$ cat config.mk
export PLATFORM = sky130hd
export DESIGN_NAME = mscg_top
export DESIGN_NICKNAME = d
export VERILOG_FILES = /design/src/mscg_pkg.sv /design/src/mscg_halt_det.sv /design/src/mscg_top.sv
export SDC_FILE = /design/constraint.sdc
export NUM_CORES = 1
export LEC_CHECK = 0
export BUFFER_PORTS_ARGS = -buffer_cell sky130_fd_sc_hd__buf_4
export CAP_MARGIN = 20
export CELL_PAD_IN_SITES_DETAIL_PLACEMENT = 1
export CELL_PAD_IN_SITES_GLOBAL_PLACEMENT = 1
export CORE_ASPECT_RATIO = 2
export CORE_MARGIN = 8
export CORE_UTILIZATION = 35
export DETAILED_ROUTE_END_ITERATION = 16
export GPL_TIMING_DRIVEN = 0
export PLACE_DENSITY_LB_ADDON = 0.1
export SLEW_MARGIN = 20
export SYNTH_ARGS = -nofsm -noshare
export SYNTH_HDL_FRONTEND = slang
export SYNTH_SLANG_ARGS = --single-unit
$ cat constraint.sdc
create_clock -name clk_sys -period 2.2 [get_ports clk_sys]
set_clock_uncertainty 0.2 [all_clocks]
set_input_delay 0.44 -clock clk_sys [delete_from_list [all_inputs] [get_ports clk_sys]]
set_output_delay 0.44 -clock clk_sys [all_outputs]
set_load 0.01 [all_outputs]
$ cat src/mscg_pkg.sv
package mscg_pkg;

	typedef enum {
		MSCG_MODE_EXT0,
		MSCG_MODE_EXT1,
		MSCG_MODE_IROM2,
		MSCG_MODE_SINGLE3,
		MSCG_MODE_ROM_PROG,
		MSCG_MODE_BOOT,
		MSCG_MODE_USER_PROG,
		MSCG_MODE_FLASH_PROG,
		MSCG_MODE_UNUSED
	} mscg_mode_e;

	typedef struct packed {
		logic       rom_active;
		logic       cs0_external;
		logic [1:0] cs0_width;
		logic       cs0_from_bcr;
		logic       ports_general;
		logic       ext_bus_enable;
		logic       mode_valid;
	} mscg_bus_cfg_s;

	localparam logic [1:0] MSCG_WIDTH_8  = 2'h0;
	localparam logic [1:0] MSCG_WIDTH_16 = 2'h1;
	localparam logic [1:0] MSCG_WIDTH_32 = 2'h2;

	localparam logic [1:0] MSCG_PLL_X1  = 2'h0;
	localparam logic [1:0] MSCG_PLL_X2  = 2'h1;
	localparam logic [1:0] MSCG_PLL_X4  = 2'h2;
	localparam logic [1:0] MSCG_PLL_RSV = 2'h3;

	localparam int MSCG_PRESCALE_BITS = 13;
	localparam logic [MSCG_PRESCALE_BITS-1:0] MSCG_PRESCALE_RST = 13'h0000;

	localparam int MSCG_TIMER_PINS = 6;

	localparam int MSCG_CLK_MHZ        = 125;
	localparam int MSCG_HALT_WINDOW_NS = 1000;
	localparam int MSCG_HALT_CYCLES    =
		(MSCG_HALT_WINDOW_NS * MSCG_CLK_MHZ) / 1000;
	localparam int MSCG_HALT_CNT_BITS  = 8;

endpackage

$ cat src/mscg_halt_det.sv
`timescale 1ns/10ps
`default_nettype none
module mscg_halt_det
	import mscg_pkg::*;
#(
	parameter int WINDOW_CYCLES = MSCG_HALT_CYCLES
) (
	input  wire logic clk_sys,
	input  wire logic srst,
	input  wire logic clock_input_pin,
	output var  logic halted
);
	logic                          sync1_q;
	logic                          sync2_q;
	logic                          prev_q;
	logic [MSCG_HALT_CNT_BITS-1:0] cnt_q;
	logic [MSCG_HALT_CNT_BITS-1:0] cnt_d;
	logic                          halt_q;
	logic                          halt_d;
	wire                           edge_seen;
	wire                           expired;

	localparam logic [MSCG_HALT_CNT_BITS-1:0] LAST =
		MSCG_HALT_CNT_BITS'(WINDOW_CYCLES - 1);

	// edge seen on the synchronised copy only
	assign edge_seen = sync2_q ^ prev_q;
	assign expired   = (cnt_q == LAST);
	assign cnt_d     = edge_seen ? '0 : (expired ? cnt_q : cnt_q + 1'b1);
	// flag on a silent window, off as soon as edges return
	assign halt_d    = edge_seen ? 1'b0 : (expired ? 1'b1 : halt_q);
	assign halted    = halt_q;

	always_ff @(posedge clk_sys) begin
		sync1_q <= clock_input_pin;
		sync2_q <= sync1_q;
		if (srst) begin
			// a stopped clock idles high, so no false edge after reset
			prev_q <= 1'b1;
			cnt_q  <= '0;
			halt_q <= 1'b0;
		end else begin
			prev_q <= sync2_q;
			cnt_q  <= cnt_d;
			halt_q <= halt_d;
		end
	end
endmodule
`default_nettype wire

$ cat src/mscg_top.sv
// Contract
// - protect plus two low mode pins decode the operating mode.
// - protect high, all pins one gives ROM programming; 1101 gives flash programmer.
// - mode 0 disables ROM; first area external, 8 or 16 bit.
// - mode 1 disables ROM; first area external, 16 or 32 bit.
// - mode 2 enables 32-bit ROM; external width from bus control register.
// - single-chip mode frees all ports and blocks external address accesses.
// - high mode pins pick PLL times one, two, four; 11 only programming.
// - high mode pins act as clock selectors only in modes 0 to 3.
// - prescaler divides system clock into half down to 1/8192 clocks.
// - no clock input edges forces six timer pins to high impedance.
// - standby also floats the six pins; normal again after standby ends.
// - halt outside standby leaves chip undefined until reset.
`timescale 1ns/10ps
`default_nettype none
module mscg_top
	import mscg_pkg::*;
#(
	parameter int HALT_WINDOW_CYCLES = MSCG_HALT_CYCLES,
	parameter bit LARGE_PACKAGE      = 1'b1,
	parameter bit FLASH_VARIANT      = 1'b1
) (
	input  wire  logic                          clk_sys,
	input  wire  logic                          srst,
	input  wire  logic                          mode_pin_0,
	input  wire  logic                          mode_pin_1,
	input  wire  logic                          clock_mode_pin_lo,
	input  wire  logic                          clock_mode_pin_hi,
	input  wire  logic                          flash_write_protect_pin,
	input  wire  logic                          clock_input_pin,
	input  wire  logic                          standby,
	input  wire  logic [MSCG_TIMER_PINS-1:0]    timer_pin_out_func,
	input  wire  logic [MSCG_TIMER_PINS-1:0]    timer_pin_oe_func,
	output var   mscg_mode_e                    op_mode,
	output var   mscg_bus_cfg_s                 bus_cfg,
	output var   logic [1:0]                    pll_mult,
	output var   logic                          pll_mult_valid,
	output var   logic [MSCG_PRESCALE_BITS-1:0] periph_clk_en,
	output var   logic [MSCG_PRESCALE_BITS-1:0] periph_clk,
	output var   logic [MSCG_TIMER_PINS-1:0]    timer_pin_out,
	output var   logic [MSCG_TIMER_PINS-1:0]    timer_pin_oe,
	output var   logic                          osc_halted,
	output var   logic                          op_undefined
);
	logic                          [3:0] pins;
	mscg_mode_e                    mode_d;
	mscg_mode_e                    mode_q;
	mscg_bus_cfg_s                 cfg_d;
	mscg_bus_cfg_s                 cfg_q;
	logic [1:0]                    mult_q;
	logic                          mult_ok_q;
	logic [MSCG_PRESCALE_BITS-1:0] pre_q;
	logic [MSCG_PRESCALE_BITS-1:0] pre_en_q;
	logic [MSCG_TIMER_PINS-1:0]    tout_q;
	logic [MSCG_TIMER_PINS-1:0]    toe_q;
	logic                          undef_q;
	logic                          halt_raw;
	wire                           halt_live;
	wire                           force_hiz;
	wire                           clk_sel_ok;
	wire  [1:0]                    mult_d;
	wire                           mult_ok_d;
	wire  [MSCG_PRESCALE_BITS-1:0] pre_next;
	wire  [MSCG_PRESCALE_BITS-1:0] tick;
	wire  [1:0]                    w_small;
	wire  [1:0]                    w_large;

	assign pins = {clock_mode_pin_hi, clock_mode_pin_lo, mode_pin_1,
		mode_pin_0};

	// straps are static on the board, so decode is resampled each cycle
	always_comb begin
		mode_d = MSCG_MODE_UNUSED;
		if (flash_write_protect_pin) begin
			if (pins == 4'hF)
				mode_d = MSCG_MODE_ROM_PROG;
			else if (pins == 4'hD && FLASH_VARIANT)
				mode_d = MSCG_MODE_FLASH_PROG;
			else begin
				case (pins[1:0])
				2'h0:    mode_d = MSCG_MODE_EXT0;
				2'h1:    mode_d = MSCG_MODE_EXT1;
				2'h2:    mode_d = MSCG_MODE_IROM2;
				2'h3:    mode_d = MSCG_MODE_SINGLE3;
				default: mode_d = MSCG_MODE_UNUSED;
				endcase
			end
		end else begin
			case (pins[1:0])
			2'h0:    mode_d = MSCG_MODE_BOOT;
			2'h2:    mode_d = MSCG_MODE_USER_PROG;
			default: mode_d = MSCG_MODE_UNUSED;
			endcase
		end
	end

	assign w_small = LARGE_PACKAGE ? MSCG_WIDTH_16 : MSCG_WIDTH_8;
	assign w_large = LARGE_PACKAGE ? MSCG_WIDTH_32 : MSCG_WIDTH_16;

	always_comb begin
		cfg_d = '0;
		cfg_d.mode_valid = 1'b1;
		case (mode_d)
		MSCG_MODE_EXT0: begin
			cfg_d.cs0_external   = 1'b1;
			cfg_d.cs0_width      = w_small;
			cfg_d.ext_bus_enable = 1'b1;
		end
		MSCG_MODE_EXT1: begin
			cfg_d.cs0_external   = 1'b1;
			cfg_d.cs0_width      = w_large;
			cfg_d.ext_bus_enable = 1'b1;
		end
		MSCG_MODE_IROM2, MSCG_MODE_BOOT, MSCG_MODE_USER_PROG: begin
			// rom width is 32; external width left to bus control reg two
			cfg_d.rom_active     = 1'b1;
			cfg_d.cs0_external   = 1'b1;
			cfg_d.cs0_width      = MSCG_WIDTH_32;
			cfg_d.cs0_from_bcr   = 1'b1;
			cfg_d.ext_bus_enable = 1'b1;
		end
		MSCG_MODE_SINGLE3: begin
			cfg_d.rom_active    = 1'b1;
			cfg_d.ports_general = 1'b1;
		end
		MSCG_MODE_ROM_PROG, MSCG_MODE_FLASH_PROG: begin
			cfg_d.rom_active = 1'b1;
		end
		default: cfg_d.mode_valid = 1'b0;
		endcase
	end

	// clock pins only matter in modes 0..3
	assign clk_sel_ok = (mode_d == MSCG_MODE_EXT0) ||
		(mode_d == MSCG_MODE_EXT1) || (mode_d == MSCG_MODE_IROM2) ||
		(mode_d == MSCG_MODE_SINGLE3);
	assign mult_d = clk_sel_ok ? pins[3:2] : MSCG_PLL_X1;
	assign mult_ok_d = (clk_sel_ok && pins[3:2] != MSCG_PLL_RSV) ||
		(mode_d == MSCG_MODE_ROM_PROG) || (!clk_sel_ok &&
		mode_d != MSCG_MODE_UNUSED);

	// ripple-free prescaler: bit k toggles at clk_sys/2^(k+1)
	assign pre_next = pre_q + 1'b1;
	genvar gi;
	generate
		for (gi = 0; gi < MSCG_PRESCALE_BITS; gi++) begin : g_tick
			if (gi == 0) begin : g_b0
				assign tick[gi] = 1'b1;
			end else begin : g_bn
				assign tick[gi] = &pre_q[gi-1:0];
			end
		end
	endgenerate

	mscg_halt_det #(
		.WINDOW_CYCLES (HALT_WINDOW_CYCLES)
	) u_halt (
		.clk_sys         (clk_sys),
		.srst            (srst),
		.clock_input_pin (clock_input_pin),
		.halted          (halt_raw)
	);

	// clock expected stopped in standby, so detector is ignored there
	assign halt_live = halt_raw && !standby;
	// latched undefined state only leaves on reset, trading recovery for safety
	assign force_hiz = halt_live || standby || undef_q;

	always_ff @(posedge clk_sys) begin
		if (srst) begin
			mode_q    <= MSCG_MODE_UNUSED;
			cfg_q     <= '0;
			mult_q    <= MSCG_PLL_X1;
			mult_ok_q <= 1'b0;
			pre_q     <= MSCG_PRESCALE_RST;
			pre_en_q  <= '0;
			tout_q    <= '0;
			toe_q     <= '0;
			undef_q   <= 1'b0;
		end else begin
			mode_q    <= mode_d;
			cfg_q     <= cfg_d;
			mult_q    <= mult_d;
			mult_ok_q <= mult_ok_d;
			pre_q     <= pre_next;
			pre_en_q  <= tick;
			tout_q    <= force_hiz ? '0 : timer_pin_out_func;
			toe_q     <= force_hiz ? '0 : timer_pin_oe_func;
			undef_q   <= undef_q || halt_live;
		end
	end

	assign op_mode        = mode_q;
	assign bus_cfg        = cfg_q;
	assign pll_mult       = mult_q;
	assign pll_mult_valid = mult_ok_q;
	assign periph_clk     = pre_q;
	assign periph_clk_en  = pre_en_q;
	assign timer_pin_out  = tout_q;
	assign timer_pin_oe   = toe_q;
	assign osc_halted     = halt_raw;
	assign op_undefined   = undef_q;
endmodule
`default_nettype wire

======== Word-level counts from Yosys, hierarchy flattened ========
Cells that the tools add are included.
storage, ports and cells
  register bits after elaboration ......... 94
  bits in latches ......................... 0
  memory bits (writable) .................. 0
  bits in read-only memories .............. 0
  bits of input ports ..................... 21
  output and inout port bits .............. 83
  word-level logic and storage cells ...... 91
  memories ................................ 0
operators by class
  add/subtract/negate cells ............... 2
  $mul .................................... 0
  div/mod/pow operators ................... 0
  order comparisons ....................... 0
  equal/unequal tests ..................... 19
  shift-type cells ........................ 0
  mux-type cells .......................... 12
  bitwise logic cells ..................... 2
  reductions and logical operators ........ 35
operators with widths
  cell                   count
  $eq 32x3->1 const B    6
  $pmux 32 s4            1
  $eq 32x2->1 const B    3
  $mux 32                3
  $logic_not 32->1       2
  $eq 32x1->1 const B    1
  $eq 32x4->1 const B    1
  $ne 32x5->1 const B    1
  $add 13x1->13 const B  1
  $reduce_and 12->1      1
  $reduce_and 11->1      1
  $reduce_and 10->1      1
  $reduce_and 9->1       1
  $add 8x1->8 const B    1
  $eq 4x4->1 const B     2
  $eq 8x7->1 const B     1
  $logic_or 1x1->1       8
  $pmux 4 s2             1
  $reduce_and 8->1       1
  $reduce_or 8->1        1
  $reduce_and 7->1       1
  $mux 1                 6
  $pmux 3 s2             1
  $reduce_and 6->1       1
  17 further kinds       23

======== Logic depth before layout (Yosys ltp) ========
Gate-level depths: netlist of run 1.
  depth in word-level cells ............... 12
  mapped depth ............................ 5
  gate-level depth less buffers ........... 5

======== Cells and area by module ========
A second synthesis of run 1 with hierarchy kept.
second synthesis, totals
  cells, all modules ...................... 250
  area total of the unflattened synthesis .. 2467.4 µm²
modules (own cells, without submodules)
  module         instances  cells each  area an instance (µm²)
  mscg_top       1          197         1963.1
  mscg_halt_det  1          53          504.2

======== Worst setup path before layout of run 1 ========
Ideal clock, no wire load.
  path kind ............................... register to register
  start point ............................. register pre_q[1], in the netlist periph_clk[1]
  end point ............................... register pre_q[12], in the netlist periph_clk[12]
  library setup time ...................... 0.121 ns
  data arrival time ....................... 1.415 ns
  data required time ...................... 1.879 ns
  slack ................................... 0.465 ns
  stages on the path, launching flop included .. 5
  buffers on the path ..................... 0
  cells stage by stage .................... dfxtp_1 ha_1 nand3_4 nor4_1 mux2_2
between the ends
  cells in the longest elaborated chain, start to end .. 1
ends and longest elaborated chain
  what                    RTL line         RTL
  start, declared         mscg_top.sv:52   logic [MSCG_PRESCALE_BITS-1:0] pre_q;
  start signal, assigned  mscg_top.sv:185  pre_q <= pre_next;
  $add 13x1->13           mscg_top.sv:143  assign pre_next = pre_q + 1'b1;
Every way passes these cells.
A chain may end at the register's enable or synchronous reset.

======== Worst setup path after layout of run 1 ========
  start point ............................. register pre_q[0], in the netlist periph_clk[0]
  end point ............................... register pre_q[12], in the netlist periph_clk[12]
The elaborated chain is that of the path after synthesis.

==> results of run 1 <==
## cell usage after synthesis (all sizes together)
cell type	n
xnor2	3
or3	5
buf	32
or2	1
nor2	13
nor4	2
nand2b	1
o2111a	1
and3	3
nand2	9
o21ai	9
clkbuf	5
a21oi	19
mux2	1
nand3b	1
ha	6
and2	13
nor3	7
and4b	1
or4	4
nand3	11
conb	1
xor2	3
and4	1
inv	13
nor2b	11
nand4	3
o21a	1
and3b	1
o31ai	3
dfxtp	66
a31oi	3
## logic make-up (layout without fill, tap and decap cells)
family,Yosys count,count (layout)
DFF,66,66
buffers and inverters,50,139
AOI/OAI and AO/OA,36,36
other,1,28
xor gates and xnor gates,6,6
muxes,1,1
and+or+nand+nor,87,87
adders and majority gates,6,6
## routing by layer
| metal | vias up | part of all wire, % |
|---|---|---|
| met5 | - | 0 |
| met4 | 0 | 3.0 |
| met3 | 13 | 8.6 |
| met2 | 66 | 54 |
| met1 | 946 | 35 |
| li1 | 1013 | - |
## per-stage QoR
stage,hold WS (ps),power [mW]
floorplan,110,1.41
global placement,117,1.51
detailed placement,122,1.51
global route,17.4,2.93
CTS,9.45,2.86
finish,26.7,2.81
## power by group through the flow
stage | combinational [mW] | clock, mW | sequential, mW
6_report | 0.233 | 1.32 | 1.25
5_1_grt | 0.260 | 1.42 | 1.26
4_1_cts | 0.235 | 1.37 | 1.25
3_5_place_dp | 0.233 | 0 | 1.28
3_3_place_gp | 0.230 | 0 | 1.28
2_1_floorplan | 0.119 | 0 | 1.29
## area by class of cell
class | count | area (um^2)
Sequential cell | 66 | 1320
Buffer | 37 | 258
Clock inverter | 2 | 10.0
Inverter | 13 | 48.8
Clock buffer | 14 | 274
Fill cell | 803 | 3400
Multi-Input combinational cell | 164 | 971
Timing Repair Buffer | 73 | 548
Tap cell | 90 | 113
## path summary, 6_finish.rpt
kind / slack [ps] / from / endpoint / depth (start not counted)
worst max-delay path: 330 / periph_clk[0]$_SDFF_PP0_ / periph_clk[12]$_SDFF_PP0_ / 4
worst min-delay path: 30 / clock_input_pin / u_halt.sync1_q$_DFF_P_ / 1
worst max register to register: 330 / periph_clk[0]$_SDFF_PP0_ / periph_clk[12]$_SDFF_PP0_ / 4
worst min register to register: 130 / u_halt.sync1_q$_DFF_P_ / u_halt.sync2_q$_DFF_P_ / 0
## worst max-delay path, cell delays in order (launching register included)
cell and delay (ps):
dfxtp_1 420, ha_1 270, nand3_4 150, nor4_1 350
mux2_2 370
## flip-flops by register name, indices dropped and copies added, names as in the netlist
name and cells:
periph_clk_en 13, pll_mult_valid 1, op_undefined 1, op_mode 4, timer_pin_out 6, timer_pin_oe 6
u_halt.cnt_q 8, u_halt.sync2_q 1, periph_clk 13, u_halt.halted 1, u_halt.sync1_q 1, bus_cfg 8
u_halt.prev_q 1, pll_mult 2
==> reports/results.ini, run 1 <==
[outcome]
outcome = finished clean

[die]
initial_core_util_pct = 36.0
rows = 43
coreArea_um2 = 6940
ioPinCount = 104
chipWidth_um = 75.7
die_h_um = 135
dieArea_um2 = 10300

[grt]
use_met3_pct = 5.27
grtUsageTotal_pct = 13.5
antenna_found_initial = 0
grt_pass1_wl_um = 10400
first_global_vias = 2151
grt_max_degree = 11
met2_usage_pct = 23.5
grt_util_met1_pct = 12.4
busiest_layer = met2
grt_overflow = 0

[synthesis]
synth_xor_area_share_pct = 2.10
synth_top_family_by_area = simple AND/OR/NAND/NOR gates
synth_top_cell_by_area = dfxtp_1
synthAdderAreaFrac_pct = 3.01
synth-compound-area-share_pct = 8.32
synth_top_area_share_pct = 52.9
ys_types = 41
yosysSeqAreaShare_pct = 52.9
yosysWarnings = 0
syn_area_um2 = 2500
avgSynthCellArea_um2 = 9.87
ys_ff_latch = 66
synthMuxAreaShare_pct = 0.451
syn_inst = 253
synth_area_leaders = dfxtp_1, buf_4, a21oi_1
synthSimpleGateAreaFrac_pct = 20.8

[detailed_routing]
drc = 0
via_per_inst = 4.44
drtIter0Drc = 63
routed-via-count = 2038
drt_wl_total_um = 6460
wire_per_inst_um = 14.1
firstDrtPassIters = 2
ant_nets = 0

[sta]
finalWorstSetupSlack_ps = 328
finalCriticalPeriod_ps = 1870
fin_crit_sh_pct = 85.1
max_freq_mhz = 534
tns_ps = 0
finalSetupViolCount = 0
grt_setup_unrepaired = false
hold_viol_final = 0
drv_slew = 0

[power]
power_frac_clock_pct = 47.1
p_per_area_nw_per_um2 = 793
seq_power_share_pct = 44.6
p_int_mw = 2.20
combPwrFrac_pct = 8.3
power.leakage_nw = 1.67
p_switching_mw = 0.608
p_sw_share_pct = 21.6
irDropWorstVdd_uv = 390

[critical_path]
crit_path_end_kind = register
crit_fanout = 10
required_ps = 2210
worstSetupPathType = reg -> reg
cp.arrival_ps = 1880
setup.worst_path.start_class = register

[place]
pre_cts_ws_ps = 312
dpl_cell_area_um2 = 3260
post-dp-hpwl_um = 5070
portBuffers = 73
gp_congestion = 0.761
dp_cells = 443

[flow_run]
max_cap_violations = 0

[cells_and_area]
final_util_pct = 51.1
final_cell_mix = buf_4, dfxtp_1, conb_1
antenna_cells = 0
mostFrequentLayoutCell = buf_4
stdcell_count = 459
fin_nets = 391
synthToLayoutAreaGrowth_pct = 41.9
final_cell_area_um2 = 3540
drive_gt1_share_pct = 35.0

[clock_tree]
clk_pin_slew_ps = 50
insertion_delay_ps = 320
ctsResizeCount = 0
cts.sinks = 66
cts_setup_buffers = 0
holdBufCountCts = 0
cts.path.max_buffers = 2
htree_levels = 3
numCtsBuffers = 9
cts_root_buffer = clkbuf_16
cts_tree = yes

[hold_path]
min_path_type = in -> reg

(Power assumes the default switching activity.)
==> run 2, diff against run 1 <==
- BUFFER_PORTS_ARGS: -buffer_cell sky130_fd_sc_hd__buf_4 -> -buffer_cell sky130_fd_sc_hd__buf_2
==> run 2 against run 1 <==
Compared with the run above:
- wire length is 1.6% lower
- clock power about the same
- first-iteration DRC count grew 83%
- combinational power shrank 10%
- core utilization fell by 2.5 points
- sequential power about the same
- count of clock-buffer cells in the layout unchanged
- via count increased by 1.8%
- register-to-register slack worse by 20 ps
==> reports/results.ini, run 2 (synthesized netlist as in run 1, its figures left out) <==
[detailed_routing]
drtIter0Drc = 115  ; +83%
via_per_inst = 4.51  ; +1.5%
ant_nets = 0  ; unchanged
drc = 0  ; unchanged
wire_per_inst_um = 13.8  ; -1.8%
drt_wl_total_um = 6360  ; -1.6%
firstDrtPassIters = 4  ; +2
routed-via-count = 2074  ; +1.8%

[sta]
tns_ps = 0  ; unchanged
max_freq_mhz = 530  ; -0.83%
hold_viol_final = 0  ; unchanged
grt_setup_unrepaired = false
fin_crit_sh_pct = 85.8  ; +0.71 points
finalCriticalPeriod_ps = 1890  ; +15.6 ps
drv_slew = 0  ; unchanged
finalSetupViolCount = 0  ; unchanged

[die]
dieArea_um2 = 10300  ; unchanged
coreArea_um2 = 6940  ; unchanged
rows = 43  ; unchanged
initial_core_util_pct = 36.0  ; unchanged
ioPinCount = 104  ; unchanged
chipWidth_um = 75.7  ; unchanged
die_h_um = 135  ; unchanged

[cells_and_area]
final_cell_mix = buf_2, dfxtp_1, buf_4
drive_gt1_share_pct = 34.9  ; -0.094 points
final_cell_area_um2 = 3370  ; -4.9%
mostFrequentLayoutCell = buf_2
synthToLayoutAreaGrowth_pct = 35.0
fin_nets = 392  ; +0.26%
fillers = 829  ; +3.2%
antenna_cells = 0  ; unchanged

[place]
post-dp-hpwl_um = 4940  ; -2.5%
dpl_cell_area_um2 = 3080  ; -5.6%
gp_congestion = 0.764  ; +0.42%
portBuffers = 73  ; unchanged

[critical_path]
setup.worst_path.start_class = register
critical_path_buf_inv_count = 0  ; unchanged
slowest_delay_ps = 420  ; about the same
required_ps = 2220  ; about the same
r2r_slack_ps = 310  ; -20 ps
crit_fanout = 10  ; unchanged
path_delay_family = simple AND/OR/NAND/NOR gates
cp.arrival_ps = 1900  ; +20 ps
worst_path_max_delay_cell = dfxtp_1
path_cells = ha_1, nand3_4, nor4_1, mux2_2
worstSetupPathType = reg -> reg
crit_path_end_kind = register

[power]
p_total_mw = 2.79  ; -0.92%
power.leakage_nw = 1.66  ; -0.97%
p_per_area_nw_per_um2 = 826  ; +4.2%
irDropWorstVdd_uv = 390  ; -0.16%

[clock_tree]
cts_setup_buffers = 0  ; unchanged
clk_pin_slew_ps = 50  ; about the same
insertion_delay_ps = 330  ; about the same
numCtsBuffers = 9  ; unchanged
htree_levels = 3  ; unchanged
ctsResizeCount = 0  ; unchanged
holdBufCountCts = 1  ; +1
cts.path.max_buffers = 2  ; unchanged
cts_root_buffer = clkbuf_16
cts.sinks = 66  ; unchanged
cts_tree = yes

[grt]
grt_pass1_wl_um = 9770  ; -5.7%
first_global_vias = 2098  ; -2.5%
antenna_found_initial = 0  ; unchanged
grt_max_degree = 11  ; unchanged
grtUsageTotal_pct = 12.8  ; -0.67 points
grt_overflow = 0  ; unchanged

[flow_run]
max_cap_violations = 0  ; unchanged

[outcome]
outcome = finished clean

[hold_path]
min_path_type = in -> reg

## run 2: cell count changes in the layout (fill, tap and decap cells not counted), sizes merged
cell and change:
dlygate4sd3 +1
## run 2: stage by stage
stage	instances	hold WS (ps)	util (%)	worst slack, ps
floorplan	280	110	-	465
global placement	443	115	44.3	323
detailed placement	443	137	44.3	284
CTS	460	97.4	48.6	273
global route	460	108	48.6	187
finish	460	109	48.6	312
## run 2: worst paths after layout
kind                             from                          end  depth (start not counted)
min reg2reg    u_halt.sync1_q$_DFF_P_       u_halt.sync2_q$_DFF_P_                          0
max          periph_clk[0]$_SDFF_PP0_    periph_clk[12]$_SDFF_PP0_                          4
max reg2reg  periph_clk[0]$_SDFF_PP0_    periph_clk[12]$_SDFF_PP0_                          4
min             timer_pin_out_func[3]  timer_pin_out[3]$_SDFF_PP0_                          2
## run 2: power breakdown
group	internal (mW)	switching [mW]
sequential	1.23	0.0183
combinational	0.0950	0.114
clock	0.850	0.474
## run 2: worst reg2reg max path, delay by kind of cell (launching register included)
family                     cells  cell delay [ps]
DFF                            1              420
and+or+nand+nor                2              520
muxes                          1              370
adders and majority gates      1              270
## run 2: area by class of cell
cell class | instances | area, um^2 | area share (%)
multi-input combinational | 164 | 971 | 28.8
tap | 90 | 113 | 3.34
timing repair buffer | 74 | 375 | 11.1
sequential | 66 | 1320 | 39.2
clock inverter | 2 | 10.0 | 0.297
buffer | 37 | 258 | 7.65
clock buffer | 14 | 274 | 8.13
inverter | 13 | 48.8 | 1.45
## run 2: metal layers
layer	vias up	routed length, um	GRT usage (%)
met4	0	170	9.05
met3	12	488	4.30
met5	-	0	0
met1	977	2300	11.7
li1	1017	-	-
met2	68	3400	22.5
==> run 3, diff against run 2 <==
- PLACE_DENSITY: not set -> 0.88
- PLACE_DENSITY_LB_ADDON: 0.1 -> not set
==> run 3 against run 2 <==
Compared with the run above:
- sequential share of layout area hardly changed
- fmax decreased by 5.9%
- critical path depth is the same
- die area stayed put
- core utilization down 0.054 points
- first-iteration DRC count grew 24%
- sequential power about the same
- non-clock buffer count did not move
- register-to-register slack got worse by 120 ps
- largest power group unchanged
- highest routed layer unchanged
==> reports/results.ini, run 3 (synthesized netlist as in run 1, its figures left out) <==
[detailed_routing]
wire_per_inst_um = 14.7  ; +6.2%
ant_nets = 0  ; unchanged
via_per_inst = 4.53  ; +0.58%
drtIter0Drc = 143  ; +24%
drc = 0  ; unchanged
routed-via-count = 2086  ; +0.58%
firstDrtPassIters = 4  ; unchanged
drt_wl_total_um = 6750  ; +6.2%

[clock_tree]
numCtsBuffers = 9  ; unchanged
cts_setup_buffers = 0  ; unchanged
cts_tree = yes
cts_root_buffer = clkbuf_16
htree_levels = 3  ; unchanged
clk_pin_slew_ps = 50  ; about the same
cts.sinks = 66  ; unchanged
insertion_delay_ps = 320  ; about the same
cts.path.max_buffers = 2  ; unchanged

[place]
portBuffers = 73  ; unchanged
post-dp-hpwl_um = 5360  ; +8.6%
gp_congestion = 0.801  ; +4.9%
dpl_cell_area_um2 = 3080  ; unchanged
pre_cts_ws_ps = 214  ; -70.6 ps

[die]
rows = 43  ; unchanged
coreArea_um2 = 6940  ; unchanged
ioPinCount = 104  ; unchanged
initial_core_util_pct = 36.0  ; unchanged
chipWidth_um = 75.7  ; unchanged
die_h_um = 135  ; unchanged
dieArea_um2 = 10300  ; unchanged

[grt]
grtUsageTotal_pct = 14.0  ; +1.1 points
grt_pass1_wl_um = 10700  ; +10%
grt_max_degree = 11  ; unchanged
first_global_vias = 2253  ; +7.4%
grt_overflow = 0  ; unchanged
antenna_found_initial = 0  ; unchanged

[power]
p_per_area_nw_per_um2 = 836  ; +1.1%
p_total_mw = 2.81  ; +1.0%
irDropWorstVdd_uv = 290  ; -25%
power.leakage_nw = 1.65  ; -0.31%

[sta]
finalSetupViolCount = 0  ; unchanged
max_freq_mhz = 499  ; -5.9%
finalCriticalPeriod_ps = 2010  ; +118 ps
drv_slew = 0  ; unchanged
hold_viol_final = 0  ; unchanged
finalWorstSetupSlack_ps = 194  ; -118 ps
whs_ps = 114  ; +5.23 ps
grt_setup_unrepaired = false
tns_ps = 0  ; unchanged
fin_crit_sh_pct = 91.2  ; +5.4 points

[critical_path]
setup.worst_path.start_class = register
required_ps = 2210  ; about the same
worstSetupPathType = reg -> reg
r2r_slack_ps = 190  ; -120 ps
crit_fanout = 10  ; unchanged
cp.arrival_ps = 2020  ; +120 ps
crit_path_end_kind = register

[cells_and_area]
drive_gt1_share_pct = 34.3  ; -0.54 points
final_cell_mix = buf_2, dfxtp_1, buf_4
mostFrequentLayoutCell = buf_2
fin_nets = 392  ; unchanged
fillers = 827  ; -0.24%
multi_input_area_um2 = 971  ; unchanged
final_cell_area_um2 = 3370  ; -0.11%
antenna_cells = 0  ; unchanged
synthToLayoutAreaGrowth_pct = 34.8
regArea_um2 = 1320  ; unchanged

[flow_run]
max_cap_violations = 0  ; unchanged

[hold_path]
min_path_type = in -> reg

[outcome]
outcome = finished clean

[run 3: cell types whose count changed in the layout (fill, tap and decap cells not counted)]
cell,change
clkbuf_8,-3
bufinv_16,+1
clkbuf_1,+2
[run 3: report_power, final]
group	total, mW	internal [mW]	switching, mW	leakage, nW
logic	0.210	0.0951	0.115	0.975
clock network	1.35	0.873	0.476	0.138
registers	1.25	1.23	0.0202	0.540
[run 3: final timing paths]
kind / start / end / cells after the start
min reg2reg: u_halt.sync1_q$_DFF_P_ / u_halt.sync2_q$_DFF_P_ / 0
min: timer_pin_out_func[5] / timer_pin_out[5]$_SDFF_PP0_ / 2
max reg2reg: periph_clk[0]$_SDFF_PP0_ / periph_clk[12]$_SDFF_PP0_ / 4
max: periph_clk[0]$_SDFF_PP0_ / periph_clk[12]$_SDFF_PP0_ / 4
[run 3: layout make-up]
| cell class | count | share of cell area [%] |
|---|---|---|
| plain buffers | 37 | 7.66 |
| clock inverters | 3 | 1.19 |
| repair buffers | 74 | 11.1 |
| flip-flops and latches | 66 | 39.2 |
| multi-input cells | 164 | 28.8 |
| clock buffers | 13 | 7.13 |
| inverters | 13 | 1.45 |
| well taps | 90 | 3.34 |
[run 3: critical path: stages (launching register included)]
cell,delay [ps]
dfxtp_1,440
ha_1,300
nand3_4,160
nor4_1,400
mux2_2,390
[run 3: what timing repair did]
item	4_1_cts	5_1_grt
resized for setup	0	0
hold buffers	1	0
hold endpoints to repair	1	0
[run 3: layer usage]
layer	wire length (um)	GRT usage, %	vias up
li1	-	-	1020
met1	2290	12.2	983
met2	3780	25.7	68
met4	223	8.19	0
met3	458	4.75	15
met5	0	0	-
[run 3: stage by stage]
stage | instances | utilization (%)
after detailed placement | 443 | 44.3
after CTS | 460 | 48.5
after floorplan | 280 | -
final | 460 | 48.5
after global routing | 460 | 48.5
after global placement | 443 | 44.3
